--- src/verilog/bit_branch_pkg.sv ---
/*
  Shared constants and types for the bit-toggle and flag-branch executor:
  opcode patterns, phase encoding, decoded-instruction layout, reset values.
  Assumes a 16-bit instruction word and a 21-bit byte program counter.
*/
`default_nettype none
package bit_branch_pkg;

  // ==========================================================================
  // widths and reset values
  localparam int         PC_W          = 21;
  localparam int         DADDR_W       = 14;
  localparam logic [20:0] RESET_PC     = 21'h000000;
  localparam logic [15:0] NOP_WORD     = 16'h0000;
  localparam logic [20:0] PC_STEP      = 21'h000002;

  // ==========================================================================
  // opcode patterns
  localparam logic [3:0] TOGGLE_OPC    = 4'h7;      // 0111 bbba ffff ffff
  localparam logic [7:0] OVF_BR_OPC    = 8'hE4;     // 1110 0100 nnnn nnnn
  localparam logic [7:0] ZERO_BR_OPC   = 8'hE0;     // 1110 0000 nnnn nnnn
  localparam logic [7:0] INDEXED_LIMIT = 8'h5F;     // highest indexed offset

  // ==========================================================================
  // instruction-cycle phases, gray along q1..q4
  typedef enum logic [1:0] {
    PH_Q1 = 2'b00,
    PH_Q2 = 2'b01,
    PH_Q3 = 2'b11,
    PH_Q4 = 2'b10
  } q_phase_type;

  typedef enum logic [1:0] {
    OP_OTHER  = 2'b00,
    OP_TOGGLE = 2'b01,
    OP_OVF_BR  = 2'b10,
    OP_ZERO_BR = 2'b11
  } op_kind_type;

  // decoded instruction fields
  typedef struct packed {
    op_kind_type kind;
    logic [2:0]  bit_idx;
    logic        access;
    logic [7:0]  file_addr;   // doubles as branch offset
  } decoded_type;

endpackage
`default_nettype wire

--- src/verilog/bank_addr_former.sv ---
/*
  Forms the 14-bit data address of a bit-oriented instruction from the
  access flag, file address, bank select value and extended-mode state.
  Assumes the indexed base register value is supplied by the core.
*/
`timescale 1ns/1ps
`default_nettype none
module bank_addr_former #(
  parameter logic [13:0] ACCESS_HIGH_BASE = 14'h0000
) (
  input  wire logic [7:0]  file_addr,
  input  wire logic        access,
  input  wire logic [5:0]  bank_select_reg,
  input  wire logic        ext_set_en,
  input  wire logic [13:0] index_base,
  output logic      [13:0] data_addr
);

  // ==========================================================================
  // address selection
  always_comb begin
    if (access) begin
      data_addr = {bank_select_reg, file_addr};
    end else if (ext_set_en && (file_addr <= bit_branch_pkg::INDEXED_LIMIT)) begin
      data_addr = 14'(index_base + {6'h00, file_addr});
    end else if (file_addr <= bit_branch_pkg::INDEXED_LIMIT) begin
      data_addr = {6'h00, file_addr};
    end else begin
      data_addr = ACCESS_HIGH_BASE | {6'h00, file_addr}; // access bank high part
    end
  end

endmodule
`default_nettype wire

--- src/verilog/bit_toggle_and_flag_branch_exec.sv ---
/*
  Executor for the bit toggle and the overflow/zero conditional branches,
  sequenced over the four phases of each instruction cycle.
  Assumes a fetch port returning the word at fetch_addr by phase q4, and a
  data port returning rd_data within q2, by the end of q2, for an address driven at q2.
  Status flags are inputs only: no path in this block writes a flag.
  Every output comes straight from a register; strobes last one phase.
  A word that is not one of the three handled opcodes runs as a no-op.
*/
`timescale 1ns/1ps
`default_nettype none
module bit_toggle_and_flag_branch_exec #(
  parameter logic [13:0] ACCESS_HIGH_BASE = 14'h0000
) (
  input  wire logic        clk_sys,
  input  wire logic        rst_n,
  input  wire logic [15:0] fetch_data,
  input  wire logic        ext_set_en,
  input  wire logic [5:0]  bank_select_reg,
  input  wire logic [13:0] index_base,
  input  wire logic        flag_zero,
  input  wire logic        flag_overflow,
  input  wire logic [7:0]  rd_data,
  output logic      [20:0] fetch_addr,
  output logic      [1:0]  q_phase,
  output logic      [13:0] data_addr,
  output logic             data_rd_en,
  output logic             data_wr_en,
  output logic      [7:0]  data_wr_data,
  output logic             branch_flush
);

  // ==========================================================================
  // state
  // phase, held word, pc and the no-op marker form the instruction pipeline
  bit_branch_pkg::q_phase_type phase_reg, phase_next;
  logic [15:0] ir_reg, ir_next;
  logic [20:0] pc_reg, pc_next;
  logic        nop_cycle_reg, nop_cycle_next;
  logic [13:0] daddr_reg, daddr_next;
  logic        rd_en_reg, rd_en_next;
  logic        wr_en_reg, wr_en_next;
  logic [7:0]  wdata_reg, wdata_next;
  logic        flush_reg, flush_next;
  // combinational helpers, not registered
  bit_branch_pkg::decoded_type dec;
  logic [13:0] formed_addr;
  logic        taken;
  logic [20:0] offset_ext;
  logic [20:0] target_pc;
  logic [20:0] seq_pc;

  // ==========================================================================
  // decode of the held instruction word
  always_comb begin
    // fields are taken apart unconditionally; only the kind depends on opcode
    dec.bit_idx   = ir_reg[11:9];
    dec.access    = ir_reg[8];
    dec.file_addr = ir_reg[7:0];
    if (nop_cycle_reg) begin
      dec.kind = bit_branch_pkg::OP_OTHER;   // flushed slot executes nothing
    end else if (ir_reg[15:12] == bit_branch_pkg::TOGGLE_OPC) begin
      dec.kind = bit_branch_pkg::OP_TOGGLE;
    end else if (ir_reg[15:8] == bit_branch_pkg::OVF_BR_OPC) begin
      dec.kind = bit_branch_pkg::OP_OVF_BR;
    end else if (ir_reg[15:8] == bit_branch_pkg::ZERO_BR_OPC) begin
      dec.kind = bit_branch_pkg::OP_ZERO_BR;
    end else begin
      dec.kind = bit_branch_pkg::OP_OTHER;
    end
  end

  // flags are only read here; this block has no status write path at all
  always_comb begin
    case (dec.kind)
      bit_branch_pkg::OP_OVF_BR:  taken = flag_overflow;
      bit_branch_pkg::OP_ZERO_BR: taken = flag_zero;
      default:                taken = 1'b0;
    endcase
    offset_ext = {{12{dec.file_addr[7]}}, dec.file_addr, 1'b0};
  end

  // next fetch addresses; the pc already points past the branch word, so
  // adding another two here would land one word beyond the target
  always_comb begin
    target_pc = 21'(pc_reg + offset_ext);
    // sequential step to the following word
    seq_pc    = 21'(pc_reg + bit_branch_pkg::PC_STEP);
  end

  // the address former is combinational; its result is only latched in q1
  bank_addr_former #(
    .ACCESS_HIGH_BASE (ACCESS_HIGH_BASE)
  ) u_addr (
    .file_addr       (dec.file_addr),
    .access          (dec.access),
    .bank_select_reg (bank_select_reg),
    .ext_set_en      (ext_set_en),
    .index_base      (index_base),
    .data_addr       (formed_addr)
  );

  // ==========================================================================
  // phase sequencing and execution
  // one instruction cycle is four clocks:
  //   q1 decode and latch the data address
  //   q2 read strobe; the byte is captured at the end of q2
  //   q3 write strobe armed with the modified byte
  //   q4 write back; take the next word, or redirect the pc on a taken branch
  // a taken branch spends the following cycle as a no-op
  always_comb begin
    phase_next     = phase_reg;
    ir_next        = ir_reg;
    pc_next        = pc_reg;
    nop_cycle_next = nop_cycle_reg;
    daddr_next     = daddr_reg;
    rd_en_next     = 1'b0;
    wr_en_next     = 1'b0;
    wdata_next     = wdata_reg;
    flush_next     = 1'b0;
    case (phase_reg)
      bit_branch_pkg::PH_Q1: begin
        phase_next = bit_branch_pkg::PH_Q2;
        if (dec.kind == bit_branch_pkg::OP_TOGGLE) begin
          // latch formed address
          // frozen here, so later bank or index changes cannot move the write
          daddr_next = formed_addr;
          rd_en_next = 1'b1;     // read strobe spans q2
        end
      end
      bit_branch_pkg::PH_Q2: begin
        phase_next = bit_branch_pkg::PH_Q3;
        if (dec.kind == bit_branch_pkg::OP_TOGGLE) begin
          // invert selected bit
          // a single-bit mask keeps the other seven bits as read
          wdata_next = rd_data ^ (8'h01 << dec.bit_idx);
        end
      end
      bit_branch_pkg::PH_Q3: begin
        phase_next = bit_branch_pkg::PH_Q4;
        wr_en_next = (dec.kind == bit_branch_pkg::OP_TOGGLE);
      end
      bit_branch_pkg::PH_Q4: begin
        phase_next = bit_branch_pkg::PH_Q1;
        if (taken) begin
          pc_next        = target_pc;
          nop_cycle_next = 1'b1;
          flush_next     = 1'b1;
        end else begin
          // sequential fetch completes; during a no-op cycle this is the target
          ir_next        = fetch_data;
          pc_next        = seq_pc;
          nop_cycle_next = 1'b0;
        end
      end
      default: begin
        // unreachable with the four gray codes; recover to q1
        phase_next = bit_branch_pkg::PH_Q1;
      end
    endcase
  end

  // registers; reset starts with a no-op so the first cycle fetches RESET_PC
  // only constants in the reset branch, so release cannot load stale data
  always_ff @(posedge clk_sys or negedge rst_n) begin
    if (!rst_n) begin
      phase_reg     <= bit_branch_pkg::PH_Q1;
      ir_reg        <= bit_branch_pkg::NOP_WORD;
      pc_reg        <= bit_branch_pkg::RESET_PC;
      nop_cycle_reg <= 1'b0;
      daddr_reg     <= 14'h0000;
      rd_en_reg     <= 1'b0;
      wr_en_reg     <= 1'b0;
      wdata_reg     <= 8'h00;
      flush_reg     <= 1'b0;
    end else begin
      phase_reg     <= phase_next;
      ir_reg        <= ir_next;
      pc_reg        <= pc_next;
      nop_cycle_reg <= nop_cycle_next;
      daddr_reg     <= daddr_next;
      rd_en_reg     <= rd_en_next;
      wr_en_reg     <= wr_en_next;
      wdata_reg     <= wdata_next;
      flush_reg     <= flush_next;
    end
  end

  // ==========================================================================
  // outputs, all straight from flops
  // no logic after the registers keeps the pin timing to one flop level
  assign fetch_addr   = pc_reg;
  assign q_phase      = phase_reg;
  assign data_addr    = daddr_reg;
  assign data_rd_en   = rd_en_reg;
  assign data_wr_en   = wr_en_reg;
  assign data_wr_data = wdata_reg;
  assign branch_flush = flush_reg;

endmodule
`default_nettype wire

--- config.mk ---
export PLATFORM = sky130hd
export DESIGN_NAME = bit_toggle_and_flag_branch_exec
export DESIGN_NICKNAME = d
export VERILOG_FILES = /design/src/verilog/bit_branch_pkg.sv /design/src/verilog/bank_addr_former.sv /design/src/verilog/bit_toggle_and_flag_branch_exec.sv
export SDC_FILE = /design/constraint.sdc
export NUM_CORES = 1
export LEC_CHECK = 0
export BUFFER_PORTS_ARGS = -buffer_cell sky130_fd_sc_hd__buf_2
export CORE_ASPECT_RATIO = 0.8
export CORE_UTILIZATION = 40
export CTS_CLUSTER_SIZE = 10
export DETAILED_ROUTE_END_ITERATION = 7
export GPL_TIMING_DRIVEN = 0
export PLACE_DENSITY = 0.6
export SLEW_MARGIN = 10
export SYNTH_ARGS = -nofsm -noshare
export SYNTH_HDL_FRONTEND = slang
export SYNTH_HIERARCHICAL = 1
export SYNTH_SLANG_ARGS = --single-unit
--- constraint.sdc ---
create_clock -name clk_sys -period 4 [get_ports clk_sys]
set_clock_uncertainty 0.15 [all_clocks]
set_input_delay 1.2 -clock clk_sys [delete_from_list [all_inputs] [get_ports clk_sys]]
set_output_delay 1.2 -clock clk_sys [all_outputs]
set_load 0.05 [all_outputs]
Word-level counts from Yosys, hierarchy flattened
Cells that the tools add are included. W data, S select, Z words.

Flip-flop bits (word level): 65. Input port bits: 49. Word-level logic and storage cells: 44.

$add $sub $neg: 3. Shift operators: 1. Equality and inequality tests: 9. Reduce and logical (&&, ||, !) cells: 5. Bitwise logic cells: 2. Mux-type cells: 14. Magnitude comparators: 1.

Operators with widths (count): $mux W14 (2); $add A21 B2 Y21 const B (1); $add A21 B21 Y21 (1); $mux W21 (1); $eq A8 B8 Y1 const B (2); $add A14 B8 Y14 (1); $eq A2 B2 Y1 const B (4); $le A8 B7 Y1 const B (1); $mux W2 (4); $pmux W2 S4 (1); $shl A1 B3 Y8 const A (1); $xor A8 B8 Y8 (1); $reduce_and A2 Y1 (3); $mux W1 (5); $eq A2 B1 Y1 const B (2); $eq A4 B3 Y1 const B (1); $logic_not A2 Y1 (1); $pmux W1 S2 (1); $logic_and A1 B1 Y1 (1); $not A1 Y1 (1).

Depth between registers and ports, before layout
Word-level depth: 9. Depth in mapped cells: 14. Depth with buffers taken out: 13.

Modules after synthesis
Netlist, hierarchy kept.

Modules (own cells, without submodules): bit_toggle_and_flag_branch_exec (times used 1, area each 3503.4 um^2, seq. area each 1601.5 um^2, cells an instance 328); bank_addr_former (times used 1, area each 570.5 um^2, seq. area each 0.0 um^2, cells an instance 85).

Worst setup path before layout
OpenSTA, ideal clock, no wires.

Path type: input -> register. Start point: input port flag_overflow. End point: register pc_reg[18] (netlist: fetch_addr[18]). Cell stages on the path: 11. Arrival time: 3.626 ns. Setup slack: 0.133 ns. Path buffers: 0. Library setup time: 0.092 ns. Data required time: 3.758 ns. Cells stage by stage: mux2i_1 nor3_2 and2_1 ha_1 a21oi_2 o21ai_0 a21o_1 a21o_2 o211a_1 o21a_1 o31ai_2.

Word-level cells in the longest chain between the ends: 2.

Ends and longest elaborated chain: start, declared (RTL line bit_toggle_and_flag_branch_exec.sv:22) `input wire logic flag_overflow,`; $pmux W1 S2 (RTL line bit_toggle_and_flag_branch_exec.sv:75) `case (dec.kind)`; $mux W21 (RTL line bit_toggle_and_flag_branch_exec.sv:145) `if (taken) begin`; end signal, assigned (RTL line bit_toggle_and_flag_branch_exec.sv:169) `pc_reg <= bit_branch_pkg::RESET_PC;`; end signal, assigned (RTL line bit_toggle_and_flag_branch_exec.sv:179) `pc_reg <= pc_next;`; end, declared (RTL line bit_toggle_and_flag_branch_exec.sv:38) `logic [20:0] pc_reg, pc_next;`.

Every way passes these cells. A chain may end at the register's enable or synchronous reset.

Worst setup path in the final report
Start point: input port flag_zero. End point: register pc_reg[17] (netlist: fetch_addr[17]).

Word-level cells in the longest chain between the ends: 2.

Ends and longest elaborated chain: start, declared (RTL line bit_toggle_and_flag_branch_exec.sv:21) `input wire logic flag_zero,`; $pmux W1 S2 (RTL line bit_toggle_and_flag_branch_exec.sv:75); $mux W21 (RTL line bit_toggle_and_flag_branch_exec.sv:145).

Every way passes these cells.

==> flow_metrics.py <==
metrics = {
    "status": {
        "status": "complete, no violations",
    },
    "synthesis": {
        "synth_area_sq_mm": 0.004074,
        "ys_seq_elements": 64,
        "synth_mux_area_share_pct": 8.814,
        "synthArstFlopShare_pct": 100.0,
        "synth_fa_ha_area_share_pct": 9.275,
        "synth_cell_types": 59,
        "synth_compound_area_share_pct": 17.14,
        "syn-num-nets": 491,
        "ys.flop_type": "dfrtp_1",
        "yosys.area.top_type": "dfrtp_1",
        "yosysMostFrequentCell": "dfrtp_1",
        "synth_top_area_share_pct": 39.31,
        "ys_seq_area_share_pct": 39.31,
        "avgSynthCellArea_sq_um": 9.864,
        "synth_xor_area_share_pct": 7.310,
        "synth-simple-area-share_pct": 15.02,
        "yosysWarnings": 6,
        "synth_area_leaders": "dfrtp_1, mux2_2, ha_1, nand2_1, xnor2_1",
        "synth_commonest_cells": "dfrtp_1, nand2_1, mux2_2",
        "syn_inst": 413,
        "synth_edf_count": 0,
        "synth_top_family_by_area": "compound AO/OA/AOI/OAI gates",
    },
    "sta": {
        "maxSlewHeadroom_pct": 59.17,
        "finalSetupViolCount": 0,
        "fin_crit_ps": 3750,
        "setup_slack_ps": 249.6,
        "rsz0062_at_grt": "no",
        "setup_tns_ps": 0,
        "worstMarginPinSlew_ps": 609.1,
        "drv_slew": 0,
        "max_freq_ghz": 0.2666,
        "fin_crit_sh_pct": 93.76,
        "hold_viol_final": 0,
    },
    "die": {
        "fp.dieW_um": 114.8,
        "initial_core_util_pct": 41.70,
        "die_y_um": 92.27,
        "dieArea_sq_mm": 0.01059,
        "fp-row-count": 32,
        "coreArea_sq_mm": 0.009769,
        "ios": 97,
    },
    "routing": {
        "drc_errors": 0,
        "wire_per_inst_um": 14.36,
        "vias": 3341,
        "dr.pass1.iters": 4,
        "routed_wl_um": 9475,
        "postRouteAntennaNets": 0,
        "vias_per_cell": 5.062,
        "drtIter0Drc": 159,
    },
    "clock_tree": {
        "cts_buffers": 9,
        "cts_tree": "built",
        "clk_pin_slew_worst_paths_ps": 50,
        "clockRootBuffer": "clkbuf_16",
        "clockBufferDepth": 2,
        "cts.sinks": 64,
        "clk_latency_ps": 330,
        "ctsHtreeMaxLevel": 3,
    },
    "worst_setup_path": {
        "cp_max_fo": 9,
        "critPathSlowestCell": "fa_1",
        "path_delay_family": "compound AO/OA/AOI/OAI gates",
        "crit_type": "input port to register",
        "cp.arrival_ps": 3790,
        "crit_top_cell": "a31o_2",
        "crit_chain": "buf_2, mux2i_2, nor3_4, nand2b_1, ha_1, fa_1, a21oi_1, o21ai_1, a31o_2, a31o_2, a31oi_1, xor2_1, o21ai_0",
        "path_buf_inv": 1,
        "cp-end-kind": "register",
        "cp.required_ps": 4040,
        "max_stage_delay_ps": 410,
        "critPathLaunchType": "input port",
    },
    "finish": {
        "drive_above_1_share_pct": 32.25,
        "final_area_sq_mm": 0.005042,
        "nets": 598,
        "largest_reg_flops": 20,
        "syn_to_final_growth_pct": 23.77,
        "diodes": 0,
        "fill_cells": 944,
    },
    "power_and_ir_drop": {
        "pwr_density_cell_mw_per_mm2": 386.5,
        "p_leak_nw": 2.429,
        "power.switching_uw": 611.7,
        "power_frac_comb_pct": 22.8,
        "p_int_mw": 1.337,
        "peakVddDrop_uv": 290.6,
        "finalPower_mw": 1.949,
        "p_sw_share_pct": 31.39,
        "clkPwrFrac_pct": 39.4,
        "seq_power_share_pct": 37.8,
    },
    "worst_hold_path": {
        "hold_class": "register to register",
    },
    "job": {
        "cap_violations": 0,
    },
    "global_route": {
        "grt_max_degree": 36,
        "grt_pass1_vias": 3184,
        "track_usage_pct": 19.14,
        "grt_pass1_wl_um": 15650,
        "grt_overflow": 0,
        "antenna_found_initial": 0,
    },
    "placed_design": {
        "gp_congestion": 0.8406,
        "post-dp-hpwl_um": 7215,
        "io_buffers": 95,
        "place_area_sq_mm": 0.004742,
        "dp_slack_ps": -524.0,
    },
}
-- stage by stage --
step,instances,utilization [%],hold slack [ps]
6_report,660,51.61,321.2
5_1_grt,660,51.61,348.5
4_1_cts,660,51.56,327.7
3_5_place_dp,645,48.54,312.6
3_3_place_gp,644,48.31,305.6
2_1_floorplan,413,-,290.8
-- kinds of logic after synthesis --
family | after synthesis
simple gates | 126
compound gates | 106
flops | 64
xor+xnor | 34
mux | 32
fa+ha+maj | 29
buf+inv | 21
other cells | 1
-- worst paths after layout --
path,startpoint,endpoint,slack (ps),depth (start not counted)
setup / recovery,flag_zero,fetch_addr[17],250,13
hold / removal,fetch_addr[20],fetch_addr[20],320,1
setup reg to reg,ir_reg[9],fetch_addr[17],380,14
hold reg to reg,fetch_addr[20],fetch_addr[20],320,1
max in group asynchronous,rst_n,fetch_addr[3],2530,2
min in group asynchronous,rst_n,q_phase[0],650,1
-- area by class of cell --
type	instances	area [sq um]	area share (%)
Multi-Input combinational cell	328	2361	46.82
Sequential cell	64	1602	31.76
Timing Repair Buffer	96	498.0	9.876
Clock buffer	11	242.7	4.814
Tap cell	136	170.2	3.375
Buffer	14	97.59	1.935
Clock inverter	4	45.04	0.8933
Inverter	7	26.28	0.5211
-- layout by cell type (no fill, tap or decap), types with 17 or more instances in the layout --
cell type	instances
nor2_1	22
xor2_1	17
xnor2_1	17
a21oi_1	28
nand2_1	53
o21ai_0	27
dfrtp_1	64
buf_2	98
mux2_2	31
ha_1	27
-- per-layer routing --
| metal | vias to the layer above | GRT usage [%] | part of all wire [%] |
|---|---|---|---|
| li1 | 1699 | - | - |
| met1 | 1543 | 26.75 | 49 |
| met2 | 91 | 28.33 | 44 |
| met3 | 8 | 4.957 | 5.4 |
| met4 | 0 | 6.926 | 0.97 |
| met5 | - | 0 | 0 |
-- what timing repair did --
action,CTS,global route
setup endpoints to repair,6,4
pin swaps,0,1
setup buffers,0,0
gates resized for setup,2,2
hold buffers,0,0
-- power by group through the flow --
| stage | clock [mW] | sequential (mW) | combinational [mW] |
|---|---|---|---|
| after global placement | 0 | 0.746 | 0.438 |
| after CTS | 0.789 | 0.737 | 0.446 |
| after floorplan | 0 | 0.901 | 0.165 |
| after global routing | 0.819 | 0.745 | 0.481 |
| after detailed placement | 0 | 0.747 | 0.443 |
| final | 0.768 | 0.737 | 0.444 |
Power figures use the tool's default switching activity.
